===== config.mk =====
export PLATFORM = sky130hd
export DESIGN_NAME = cst_exec
export DESIGN_NICKNAME = d
export VERILOG_FILES = /design/src/cst_pkg.sv /design/src/cst_exec.sv /design/src/cst_regfile.sv
export VERILOG_INCLUDE_DIRS = /design/src
export SDC_FILE = /design/constraint.sdc
export NUM_CORES = 2
export LEC_CHECK = 0
export ABC_AREA = 1
export BUFFER_PORTS_ARGS = -buffer_cell sky130_fd_sc_hd__buf_2
export CAP_MARGIN = 20
export CORE_UTILIZATION = 30
export CTS_CLUSTER_SIZE = 24
export DETAILED_ROUTE_END_ITERATION = 12
export HOLD_SLACK_MARGIN = 0.08
export SLEW_MARGIN = 25
export SYNTH_ARGS = -nofsm -noshare
export SYNTH_HDL_FRONTEND = slang
export SYNTH_SLANG_ARGS = --single-unit
export TNS_END_PERCENT = 20

===== constraint.sdc =====
create_clock -name clk -period 13.12 [get_ports clk]
set_input_delay 2.624 -clock clk [delete_from_list [all_inputs] [get_ports clk]]
set_output_delay 2.624 -clock clk [all_outputs]
set_load 0.02 [all_outputs]

===== src/cst_params.svh =====
// Constants of the subtract, shift and mask-test execution slice.
// Included by the slice alone; holds definitions only.
`ifndef CST_PARAMS_SVH
`define CST_PARAMS_SVH

// Register word offsets on the Avalon-MM slave, as byte addresses.
`define CST_OFS_CTRL 8'h00
`define CST_OFS_INSTR 8'h04
`define CST_OFS_FLAGS 8'h08
`define CST_OFS_KEY 8'h0C
`define CST_OFS_RFADR 8'h10
`define CST_OFS_RFDAT 8'h14
`define CST_OFS_INFO 8'h18

// Control and status bit positions.
`define CST_BIT_GO 0
`define CST_BIT_BUSY 0
`define CST_BIT_STOP 1
`define CST_BIT_RVT 2
`define CST_BIT_ILL 3

// Flag bit positions in the flag register.
`define CST_BIT_C 7
`define CST_BIT_Z 6
`define CST_BIT_S 5
`define CST_BIT_V 4

// Reset values and the working-register base.
`define CST_RST_KEY 8'h00
`define CST_RST_FLAGS 4'h0
`define CST_RST_INSTR 24'h000000
`define CST_RST_RFADR 8'h00
`define CST_WR_BASE 8'hC0
`define CST_RESET_VEC 16'h0000

// Opcodes and opcode fields.
`define CST_HI_SUB 4'h2
`define CST_HI_SBC 4'h3
`define CST_HI_TCM 4'h6
`define CST_HI_TM 4'h7
`define CST_LO_RR 4'h2
`define CST_LO_RIR 4'h3
`define CST_LO_RR_FILE 4'h4
`define CST_LO_RIR_FILE 4'h5
`define CST_LO_RIM 4'h6
`define CST_OP_SRA_R 8'hD0
`define CST_OP_SRA_IR 8'hD1
`define CST_OP_SCF 8'hDF
`define CST_OP_HALT 8'h7F
`define CST_HALT_KEY 8'hA5

// Instruction lengths in bytes and execution times in cycles.
`define CST_BYTES_1 2'd1
`define CST_BYTES_2 2'd2
`define CST_BYTES_3 2'd3
`define CST_CYC_SHORT 3'd4
`define CST_CYC_LONG 3'd6

`endif


===== src/cst_pkg.sv =====
// Types shared by the execution slice, its checker and its bench.
// Constants live in cst_params.svh.
package cst_pkg;

   typedef struct packed {
      logic c;
      logic z;
      logic s;
      logic v;
   } cst_flags_s;

   typedef struct packed {
      logic [7:0] res;
      cst_flags_s fl;
   } cst_alu_s;

   typedef enum logic [2:0] {
      ST_IDLE = 3'b000,
      ST_PTR = 3'b001,
      ST_SRC = 3'b010,
      ST_DST = 3'b011,
      ST_EXE = 3'b100,
      ST_HOLD = 3'b101,
      ST_STOP = 3'b110
   } cst_state_e;

   typedef enum logic [2:0] {
      OP_NONE = 3'b000,
      OP_SBC = 3'b001,
      OP_SUB = 3'b010,
      OP_TCM = 3'b011,
      OP_TM = 3'b100,
      OP_SRA = 3'b101,
      OP_SCF = 3'b110,
      OP_HALT = 3'b111
   } cst_op_e;

   typedef struct packed {
      cst_op_e op;
      logic src_ind;
      logic dst_ind;
      logic imm;
      logic [7:0] imm_val;
      logic [7:0] ptr_addr;
      logic [7:0] src_addr;
      logic [7:0] dst_addr;
      logic [1:0] nbytes;
      logic [2:0] ncyc;
   } cst_dec_s;

endpackage


===== src/cst_exec.sv =====
// Execution slice: subtract, subtract with borrow, set carry, arithmetic shift,
// halt with key guard and the two mask tests, with an Avalon-MM register port.
// Assumes one clock, a wake pin from outside that clock, and a clock/reset unit
// that acts on the stop and program-counter outputs.
`timescale 1ns/100ps
`include "cst_params.svh"

module cst_exec #(
   parameter logic [7:0] WR_BASE = `CST_WR_BASE,
   parameter logic [15:0] RESET_VEC = `CST_RESET_VEC
) (
   // Clock, reset and enable
   input wire logic clk,
   input wire logic rst,
   input wire logic ce,
   // Avalon-MM slave
   input wire logic [7:0] address,
   input wire logic read,
   input wire logic write,
   input wire logic [31:0] writedata,
   input wire logic [3:0] byteenable,
   output logic [31:0] readdata,
   output logic waitrequest,
   // External wake-up pin
   input wire logic ext_wake,
   // Clock and reset control
   output logic cpu_clk_stop,
   output logic sys_clk_stop,
   output logic pc_load,
   output logic [15:0] pc_load_addr,
   // Condition flags
   output cst_pkg::cst_flags_s flags
);

   // Subtraction by adding the complement of the source and of the borrow in.
   function automatic cst_pkg::cst_alu_s alu_sub(input logic [7:0] d, input logic [7:0] s, input logic cin);
      cst_pkg::cst_alu_s r;
      logic [8:0] t;
      t = {1'b0, d} + {1'b0, ~s} + {8'h00, ~cin};
      r.res = t[7:0];
      r.fl.c = ~t[8];
      r.fl.z = (t[7:0] == 8'h00);
      r.fl.s = t[7];
      r.fl.v = (d[7] ^ s[7]) & (t[7] == s[7]);
      return r;
   endfunction

   // Operand forms, addresses, lengths and cycle counts of one instruction.
   function automatic cst_pkg::cst_dec_s decode(input logic [7:0] opc, input logic [7:0] b1,
                                                input logic [7:0] b2);
      cst_pkg::cst_dec_s d;
      d = '0;
      d.op = cst_pkg::OP_NONE;
      d.nbytes = `CST_BYTES_1;
      d.ncyc = `CST_CYC_SHORT;
      if (opc == `CST_OP_HALT) begin
         d.op = cst_pkg::OP_HALT;
      end else if (opc == `CST_OP_SCF) begin
         d.op = cst_pkg::OP_SCF;
      end else if (opc == `CST_OP_SRA_R || opc == `CST_OP_SRA_IR) begin
         d.op = cst_pkg::OP_SRA;
         d.nbytes = `CST_BYTES_2;
         d.dst_ind = (opc == `CST_OP_SRA_IR);
         d.dst_addr = b1;
         d.ptr_addr = b1;
      end else begin
         case (opc[7:4])
            `CST_HI_SBC: begin
               d.op = cst_pkg::OP_SBC;
            end
            `CST_HI_SUB: begin
               d.op = cst_pkg::OP_SUB;
            end
            `CST_HI_TCM: begin
               d.op = cst_pkg::OP_TCM;
            end
            `CST_HI_TM: begin
               d.op = cst_pkg::OP_TM;
            end
            default: begin
               d.op = cst_pkg::OP_NONE;
            end
         endcase
         d.nbytes = `CST_BYTES_3;
         d.ncyc = `CST_CYC_LONG;
         case (opc[3:0])
            `CST_LO_RR: begin
               d.nbytes = `CST_BYTES_2;
               d.ncyc = `CST_CYC_SHORT;
               d.dst_addr = WR_BASE + {4'h0, b1[7:4]};
               d.src_addr = WR_BASE + {4'h0, b1[3:0]};
            end
            `CST_LO_RIR: begin
               d.nbytes = `CST_BYTES_2;
               d.dst_addr = WR_BASE + {4'h0, b1[7:4]};
               d.ptr_addr = WR_BASE + {4'h0, b1[3:0]};
               d.src_ind = 1'b1;
            end
            `CST_LO_RR_FILE: begin
               d.src_addr = b1;
               d.dst_addr = b2;
            end
            `CST_LO_RIR_FILE: begin
               d.ptr_addr = b1;
               d.src_ind = 1'b1;
               d.dst_addr = b2;
            end
            `CST_LO_RIM: begin
               d.dst_addr = b1;
               d.imm = 1'b1;
               d.imm_val = b2;
            end
            default: begin
               d.op = cst_pkg::OP_NONE;
            end
         endcase
      end
      return d;
   endfunction

   // Bus state.
   logic [1:0] phase, next_phase;
   logic [23:0] instr, next_instr;
   logic [7:0] key, next_key;
   logic [7:0] rf_addr, next_rf_addr;
   logic [31:0] next_readdata;
   logic req, wr_done, go_req, clr_rvt, clr_ill, wr_flags, rf_we;

   // Execution state.
   cst_pkg::cst_state_e state, next_state;
   cst_pkg::cst_dec_s dec, next_dec, d_new;
   cst_pkg::cst_flags_s next_flags;
   cst_pkg::cst_alu_s alu;
   logic [2:0] cnt, next_cnt;
   logic [7:0] opa, next_opa, dst_addr, next_dst_addr;
   logic rvt, next_rvt, ill, next_ill;
   logic [2:0] sync, next_sync;
   logic next_pc_load, next_stop, wake, busy;
   logic exec_we;
   logic [7:0] mem_raddr, mem_rdata;

   cst_regfile #(.AW(8), .DW(8)) u_rf (
      .clk(clk),
      .ce(ce),
      .we(exec_we | rf_we),
      .waddr(exec_we ? dst_addr : rf_addr),
      .wdata(exec_we ? alu.res : writedata[7:0]),
      .raddr(mem_raddr),
      .rdata(mem_rdata)
   );

   assign busy = (state != cst_pkg::ST_IDLE) && (state != cst_pkg::ST_STOP);
   assign req = read | write;
   assign waitrequest = req & (phase != 2'd2);
   assign wr_done = write & (phase == 2'd2);
   assign go_req = wr_done && address == `CST_OFS_CTRL && byteenable[0] && writedata[`CST_BIT_GO];
   assign clr_rvt = wr_done && address == `CST_OFS_CTRL && byteenable[0] && writedata[`CST_BIT_RVT];
   assign clr_ill = wr_done && address == `CST_OFS_CTRL && byteenable[0] && writedata[`CST_BIT_ILL];
   assign wr_flags = wr_done && address == `CST_OFS_FLAGS && byteenable[0];
   assign rf_we = wr_done && address == `CST_OFS_RFDAT && byteenable[0];

   // Every access takes two wait cycles; register-file data wait until execution ends.
   always_comb begin
      next_phase = 2'd0;
      next_instr = instr;
      next_key = key;
      next_rf_addr = rf_addr;
      next_readdata = readdata;
      if (req) begin
         case (phase)
            2'd0: begin
               next_phase = (address == `CST_OFS_RFDAT && busy) ? 2'd0 : 2'd1;
            end
            2'd1: begin
               next_phase = 2'd2;
            end
            default: begin
               next_phase = 2'd0;
            end
         endcase
      end
      if (read && phase == 2'd1) begin
         case (address)
            `CST_OFS_CTRL: begin
               next_readdata = {28'h0000000, ill, rvt, state == cst_pkg::ST_STOP, busy};
            end
            `CST_OFS_INSTR: begin
               next_readdata = {8'h00, instr};
            end
            `CST_OFS_FLAGS: begin
               next_readdata = {24'h000000, flags, 4'h0};
            end
            `CST_OFS_KEY: begin
               next_readdata = {24'h000000, key};
            end
            `CST_OFS_RFADR: begin
               next_readdata = {24'h000000, rf_addr};
            end
            `CST_OFS_RFDAT: begin
               next_readdata = {24'h000000, mem_rdata};
            end
            `CST_OFS_INFO: begin
               next_readdata = {24'h000000, 1'b0, dec.ncyc, 2'b00, dec.nbytes};
            end
            default: begin
               next_readdata = 32'h00000000;
            end
         endcase
      end
      if (wr_done && address == `CST_OFS_INSTR) begin
         if (byteenable[0]) begin
            next_instr[7:0] = writedata[7:0];
         end
         if (byteenable[1]) begin
            next_instr[15:8] = writedata[15:8];
         end
         if (byteenable[2]) begin
            next_instr[23:16] = writedata[23:16];
         end
      end
      if (wr_done && address == `CST_OFS_KEY && byteenable[0]) begin
         next_key = writedata[7:0];
      end
      if (wr_done && address == `CST_OFS_RFADR && byteenable[0]) begin
         next_rf_addr = writedata[7:0];
      end
   end

   always_ff @(posedge clk or posedge rst) begin
      if (rst) begin
         phase <= 2'd0;
         instr <= `CST_RST_INSTR;
         key <= `CST_RST_KEY;
         rf_addr <= `CST_RST_RFADR;
         readdata <= 32'h00000000;
      end else if (ce) begin
         phase <= next_phase;
         instr <= next_instr;
         key <= next_key;
         rf_addr <= next_rf_addr;
         readdata <= next_readdata;
      end
   end

   assign wake = sync[1] & ~sync[2];
   assign d_new = decode(instr[7:0], instr[15:8], instr[23:16]);

   // Result and flags of the executing instruction; the destination is in mem_rdata.
   always_comb begin
      alu.res = 8'h00;
      alu.fl = flags;
      case (dec.op)
         cst_pkg::OP_SBC: begin
            alu = alu_sub(mem_rdata, opa, flags.c);
         end
         cst_pkg::OP_SUB: begin
            alu = alu_sub(mem_rdata, opa, 1'b0);
         end
         cst_pkg::OP_TCM: begin
            alu.res = ~mem_rdata & opa;
            alu.fl = '{c: flags.c, z: (alu.res == 8'h00), s: alu.res[7], v: 1'b0};
         end
         cst_pkg::OP_TM: begin
            alu.res = mem_rdata & opa;
            alu.fl = '{c: flags.c, z: (alu.res == 8'h00), s: alu.res[7], v: 1'b0};
         end
         cst_pkg::OP_SRA: begin
            alu.res = {mem_rdata[7], mem_rdata[7:1]};
            alu.fl = '{c: mem_rdata[0], z: (alu.res == 8'h00), s: alu.res[7], v: 1'b0};
         end
         default: begin
            alu.res = 8'h00;
         end
      endcase
   end

   always_comb begin
      next_state = state;
      next_dec = dec;
      next_cnt = cnt + 3'd1;
      next_opa = opa;
      next_dst_addr = dst_addr;
      next_flags = flags;
      next_sync = {sync[1:0], ext_wake};
      next_pc_load = 1'b0;
      next_rvt = rvt & ~clr_rvt;
      next_ill = ill & ~clr_ill;
      mem_raddr = rf_addr;
      exec_we = 1'b0;
      if (wr_flags) begin
         next_flags = '{c: writedata[`CST_BIT_C], z: writedata[`CST_BIT_Z],
                        s: writedata[`CST_BIT_S], v: writedata[`CST_BIT_V]};
      end
      case (state)
         cst_pkg::ST_IDLE: begin
            next_cnt = 3'd1;
            if (go_req) begin
               // Decode of opcode, length and cycles.
               next_dec = d_new;
               case (d_new.op)
                  cst_pkg::OP_NONE: begin
                     next_ill = 1'b1;
                  end
                  cst_pkg::OP_HALT: begin
                     if (key == `CST_HALT_KEY) begin
                        next_state = cst_pkg::ST_STOP;
                     end else begin
                        // Wrong key jumps to reset address.
                        next_pc_load = 1'b1;
                        next_rvt = 1'b1;
                        next_state = cst_pkg::ST_HOLD;
                     end
                  end
                  cst_pkg::OP_SCF: begin
                     next_flags.c = 1'b1;
                     next_state = cst_pkg::ST_HOLD;
                  end
                  default: begin
                     // Pick the fetch path for the operand form.
                     if (d_new.src_ind || d_new.dst_ind) begin
                        next_state = cst_pkg::ST_PTR;
                     end else if (d_new.imm || d_new.op == cst_pkg::OP_SRA) begin
                        next_state = cst_pkg::ST_DST;
                     end else begin
                        next_state = cst_pkg::ST_SRC;
                     end
                  end
               endcase
            end
         end
         cst_pkg::ST_PTR: begin
            mem_raddr = dec.ptr_addr;
            next_state = (dec.op == cst_pkg::OP_SRA) ? cst_pkg::ST_DST : cst_pkg::ST_SRC;
         end
         cst_pkg::ST_SRC: begin
            // Indirect source follows the pointer just read.
            mem_raddr = dec.src_ind ? mem_rdata : dec.src_addr;
            next_state = cst_pkg::ST_DST;
         end
         cst_pkg::ST_DST: begin
            // Destination address and source value or immediate byte.
            mem_raddr = dec.dst_ind ? mem_rdata : dec.dst_addr;
            next_dst_addr = dec.dst_ind ? mem_rdata : dec.dst_addr;
            next_opa = dec.imm ? dec.imm_val : mem_rdata;
            next_state = cst_pkg::ST_EXE;
         end
         cst_pkg::ST_EXE: begin
            // Tests leave both operands in place.
            exec_we = (dec.op == cst_pkg::OP_SBC) || (dec.op == cst_pkg::OP_SUB) || (dec.op == cst_pkg::OP_SRA);
            next_flags = alu.fl;
            next_state = (cnt == dec.ncyc - 3'd1) ? cst_pkg::ST_IDLE : cst_pkg::ST_HOLD;
         end
         cst_pkg::ST_HOLD: begin
            // Hold until the documented cycle count ends.
            if (cnt == dec.ncyc - 3'd1) begin
               next_state = cst_pkg::ST_IDLE;
            end
         end
         cst_pkg::ST_STOP: begin
            // Only an external wake edge or reset leaves stop.
            if (wake) begin
               next_state = cst_pkg::ST_IDLE;
            end
         end
         default: begin
            next_state = cst_pkg::ST_IDLE;
         end
      endcase
      next_stop = (next_state == cst_pkg::ST_STOP);
   end

   always_ff @(posedge clk or posedge rst) begin
      if (rst) begin
         state <= cst_pkg::ST_IDLE;
         dec <= '0;
         cnt <= 3'd0;
         opa <= 8'h00;
         dst_addr <= 8'h00;
         flags <= `CST_RST_FLAGS;
         sync <= 3'b000;
         pc_load <= 1'b0;
         rvt <= 1'b0;
         ill <= 1'b0;
         cpu_clk_stop <= 1'b0;
         sys_clk_stop <= 1'b0;
         pc_load_addr <= RESET_VEC;
      end else if (ce) begin
         state <= next_state;
         dec <= next_dec;
         cnt <= next_cnt;
         opa <= next_opa;
         dst_addr <= next_dst_addr;
         flags <= next_flags;
         sync <= next_sync;
         pc_load <= next_pc_load;
         rvt <= next_rvt;
         ill <= next_ill;
         cpu_clk_stop <= next_stop;
         sys_clk_stop <= next_stop;
         pc_load_addr <= RESET_VEC;
      end
   end

endmodule


===== src/cst_regfile.sv =====
// Byte-wide register file with one write port and one registered read port.
// Read data appear one enabled clock edge after the read address.
`timescale 1ns/100ps
module cst_regfile #(
   parameter int AW = 8,
   parameter int DW = 8
) (
   // Clock and enable
   input wire logic clk,
   input wire logic ce,
   // Write port
   input wire logic we,
   input wire logic [AW-1:0] waddr,
   input wire logic [DW-1:0] wdata,
   // Read port
   input wire logic [AW-1:0] raddr,
   output logic [DW-1:0] rdata
);

   logic [DW-1:0] mem [0:(1<<AW)-1];

   always_ff @(posedge clk) begin
      if (ce) begin
         if (we) begin
            mem[waddr] <= wdata;
         end
         rdata <= mem[raddr];
      end
   end

endmodule

Word-level counts from Yosys, hierarchy flattened:

Memory sizes are Yosys's and may differ from the RTL's. A register that Yosys moved wholly into a read port is not among the register bits.
Cells that the tools add are included.

* output and inout bits: 56
* memories: 1
* flip-flop bits (word level): 150
* RAM bits: 2048
* bits of input ports: 50

Memories
* u_rf.mem: words 256, width 8, rd ports 1, clocked after memory_dff 1, wr ports 1, line cst_regfile.sv:20 `logic [DW-1:0] mem [0:(1<<AW)-1];`

* bitwise gates (word level): 20
* add/subtract/negate cells: 7
* reduce and logical (&&, ||, !) cells: 47
* eq/ne operators: 46
* mux-type cells: 64

Operators by type and width (count)
* $pmux W24 S7: 1
* $mux W40: 2
* $mux W8: 7
* $logic_not A8 Y1: 6
* $pmux W8 S3: 2
* $pmux W8 S5: 1
* $mux W3: 11
* $eq A8 B8 Y1 const B: 4
* $pmux W8 S2: 2
* $eq A3 B3 Y1 const B: 9
* $eq A8 B5 Y1 const B: 3
* $mux W1: 24
* $pmux W3 S7: 1
* $eq A4 B3 Y1 const B: 5
* $pmux W4 S5: 1
* $mux W9: 2
* $logic_and A1 B1 Y1: 17
* $add A7 B5 Y8 const A: 2
* $and A8 B8 Y8: 2
* $eq A4 B2 Y1 const B: 4
* $eq A8 B4 Y1 const B: 2
* $not A8 Y8: 2
* $reduce_and A3 Y1: 5
* $eq A3 B2 Y1 const B: 4
* other kinds (36): 65

Longest topological paths before layout:

* word-level depth: 14
* depth in mapped cells: 21
* depth with buffers taken out: 17

Hierarchy:

Synthesis repeated with hierarchy kept, for this count alone.

* cells, all modules: 8150
* area, all modules: 92254.7 um^2

Modules (own cells, without submodules)
* cst_regfile: seq. area each 61739.2 um^2, instances 1, cells each 7005, area an instance 83577.7 um^2
* cst_exec: seq. area each 3528.4 um^2, instances 1, cells each 1145, area an instance 8677.1 um^2

Worst setup path after synthesis:

Ideal clock, no wire load.

* path kind: input-to-reg
* start: in writedata[2]
* end: mem u_rf.mem[0][2], data pin
* path slack: 1.651 ns
* stages: 2
* buffers on the path: 0
* arrival: 9.740 ns
* cell sequence: nor2_1 > a31oi_1

* word-level cells in the longest chain between the ends: 1

Ends and longest elaborated chain
* start, declared: line cst_exec.sv:20 `input wire logic [31:0] writedata,`
* $mux W8: line cst_exec.sv:147 `.wdata(exec_we ? alu.res : writedata[7:0]),`
* via u_rf.wdata[2]: line cst_regfile.sv:14 `input wire logic [DW-1:0] wdata,`
* end, declared: line cst_regfile.sv:20

The timed path passes the listed nets, and every way through them passes these cells.

Worst setup path in the final report:

* start: reg state[0]
* end: reg u_rf.rdata[1] (read register of u_rf.mem), data pin

* word-level cells in the longest chain between the ends: 2
* elaborated cells between the ends (all ways): 4
* classes of those cells: eq/ne: 3; mux: 1

Ends and longest elaborated chain
* start, declared: line cst_exec.sv:130 `cst_pkg::cst_state_e state, next_state;`
* start signal, assigned: line cst_exec.sv:374 `state <= cst_pkg::ST_IDLE;`
* start signal, assigned: line cst_exec.sv:388 `state <= next_state;`
* $eq A3 B2 Y1 / $eq A3 B1 Y1 (equally long branches): line cst_exec.sv:294 `case (state)`
* $pmux W8 S3 (*): line cst_exec.sv:294
* end, declared: line cst_regfile.sv:17 `output logic [DW-1:0] rdata`

Every way passes the cells marked *; elsewhere a longest branch is shown, timed or not.
A chain may end at the register's enable or synchronous reset.

==> reports/results.ini <==
[sta]
worst_slew_pin_slew_ps=1210
period_share=0.473
post-route-min-period_ps=6200
drv_slew=0
fmax_ghz=0.161
slew_headroom=0.196
hold_slack_ps=476
setup_viol=0
setup_tns_ps=0
hold_viol_final=0
fin_skew_ps=84.7
rsz0062_at_grt=false

[yosys]
ys_ff_latch=2197
synth_flop_cell=edfxtp_1
yosys.area.top_type=edfxtp_1
async_flop_share=0.0642
syn_inst=9160
synth.distinct_cells=50
synth_edf_count=2056
avgSynthCellArea_um2=10.7
netlist_area_um2=98500
synth_top_area_share=0.627
synth_area_leaders=edfxtp_1, nand3_1, nand2_1
ys_seq_area_frac=0.663
synth-warning-count=0

[clocking]
tritoncts=yes
cts_sinks=2197
cts_resized=0
clockBufferDepth=3
clk_latency_ps=890
h-tree-depth=4
cts_setup_buffers=0
clockRootBuffer=clkbuf_16
clk_pin_slew_ps=60
cts_buffers=222
holdBufCountCts=0

[min_path]
min_to=readdata[10]
hold_start=readdata[10]
hold_class=flop to flop
min_path_cells=2

[place]
port_buffers=72
globalplace.congestion=0.872
detailed_place_hpwl_mm=150

[finish]
drive_above_1_share=0.0635
final_net_count=9062
area_growth_pct=11.0

[grt]
antenna_found_initial=10
grt_pass1_vias=62000
grt_usage=0.160
grtUsageMet1=0.222
top_usage_layer=met2
grt_max_degree=221
grt_use_met2=0.253
gr-usage-met3=0.0262
grt-ovfl-total=0
grt_pass1_wl_mm=402

[die]
coreArea_um2=325000
die_h_um=575
start_util=0.303
ios=106
row_count=209
fp.dieArea_um2=330000
die_x_um=575

[pwr]
leakagePower_uw=0.0416
peakVddDrop_uv=335
power.density_nw_per_um2=234

[worst_setup_path]
end_kind=flop
worstPathRequired_ps=13660
crit_arrival_ps=6750
r2r_cells=15
path_class=flop to flop
cp-start-kind=flop
ff2ff_setup_slack_ps=6920
reg2reg_to=u_rf.rdata[1]
r2r-start=state[0]
cp_max_fo=160

[routing]
drc_errors=0
drtPass1Iterations=6
drt-initial-drc-count=7724
drt_wl_total_mm=271
ant_nets=0
viasPerCell=4.88
wl_per_cell_um=20.1
vias=65800

[status]
outcome=finished clean

[job]
cap_viol_max_count=0

layout make-up:
| type | count | area [um^2] |
|---|---|---|
| Fill cell | 32300 | 216000 |
| Timing Repair Buffer | 176 | 1320 |
| Inverter | 1126 | 4280 |
| Tap cell | 4325 | 5410 |
| Antenna cell | 3 | 7.51 |
| Multi-Input combinational cell | 5259 | 26000 |
| Sequential cell | 2197 | 65300 |
| Clock inverter | 134 | 1160 |
| Clock buffer | 269 | 5810 |
report_power, final:
group          internal [uW]  switching, uW
Clock                   3380           2720
Sequential              7730           90.5
Combinational           2990           8700
critical path: stages, from the launching register on:
cell	delay, ps
dfrtp_1	520
o21ai_4	390
nand2_4	480
nand2_8	620
buf_12	580
buf_4	700
buf_4	720
nand2_1	100
nand3_1	120
nand3_1	120
nand3_1	250
nand3_1	110
nand3_1	210
nand3_1	110
nand3_1	220
nand2_1	200
layout by cell type (no fill, tap or decap), types with 18 or more instances in the layout:
cell and instances:
edfxtp_1 2056, nand2_1 1970, nand3_1 1833, inv_1 1107, nand3b_1 578, nor2_1 335, clkbuf_16 223, dfrtp_1 141
o211ai_1 124, o21ai_0 120, buf_4 89, buf_2 72, clkinv_1 61, clkinv_2 41, clkbuf_1 40, a21oi_1 33
nand2_2 32, o22ai_1 29, ha_1 29, conb_1 24, o31ai_1 18
sequential cells by signal (all words and copies together), names as in the netlist:
signal,flops
cnt,3
dec,42
dst_addr,8
flags,4
ill,1
instr,24
key,8
opa,8
pc_load,1
phase,2
readdata,24
rf_addr,8
rvt,1
state,3
sync,3
sys_clk_stop,1
u_rf.mem,2048
u_rf.rdata,8
cell families after synthesis:
| kind of cell | after synthesis | share of synthesized area |
|---|---|---|
| muxes | 16 | 0.00183 |
| and+or+nand+nor | 4801 | 0.230 |
| adders and majority gates | 30 | 0.00389 |
| DFF | 2197 | 0.663 |
| buffers and inverters | 1727 | 0.0757 |
| other | 1 | 0.0000381 |
| AOI/OAI and AO/OA | 374 | 0.0243 |
| xor gates and xnor gates | 14 | 0.00125 |
synth_stat cells (7+ instances only):
library cell and count:
edfxtp_1 2056, nand2_1 1987, nand3_1 1833, inv_1 1113, nand3b_1 578, nor2_1 338, buf_2 320, clkbuf_1 141
dfrtp_1 141, o211ai_1 124, o21ai_0 120, buf_4 63, buf_6 41, a21oi_1 36, buf_1 34, o22ai_1 32
ha_1 29, nand2_2 18, o31ai_1 18, mux2_2 16, nand4_1 13, inv_2 11, nor3_1 11, xor2_1 11
nor4_1 9, a31oi_1 8, o21ai_2 7
how the worst max path moves through the flow:
| stage | from | endpoint |
|---|---|---|
| 4_1_cts | state[0] | u_rf.rdata[3] |
| 2_1_floorplan | writedata[2] | u_rf.mem[0][2] |
| 3_5_place_dp | address[7] | u_rf.mem[136][4] |
| 5_1_grt | state[0] | u_rf.rdata[1] |
| 3_3_place_gp | address[7] | u_rf.mem[183][1] |
| 6_report | state[0] | u_rf.rdata[1] |
metal layers:
metal | vias to the layer above | share of wire
li1 | 30900 | -
met1 | 32000 | 0.43
met2 | 2503 | 0.46
met3 | 458 | 0.079
met4 | 2 | 0.032
met5 | - | 0.000048
stage by stage:
stage / utilization / power, uW / worst slack [ps] / cell area (um^2) / instances
after floorplan: - / 16000 / 1650 / 98500 / 9183
after global placement: 0.314 / 19500 / 6360 / 102000 / 13100
after detailed placement: 0.314 / 19500 / 6350 / 102000 / 13100
after CTS: 0.336 / 25600 / 7180 / 109000 / 13500
after global routing: 0.336 / 26900 / 6760 / 109000 / 13500
final: 0.336 / 25600 / 6920 / 109000 / 13500
Power figures use the tool's default switching activity.
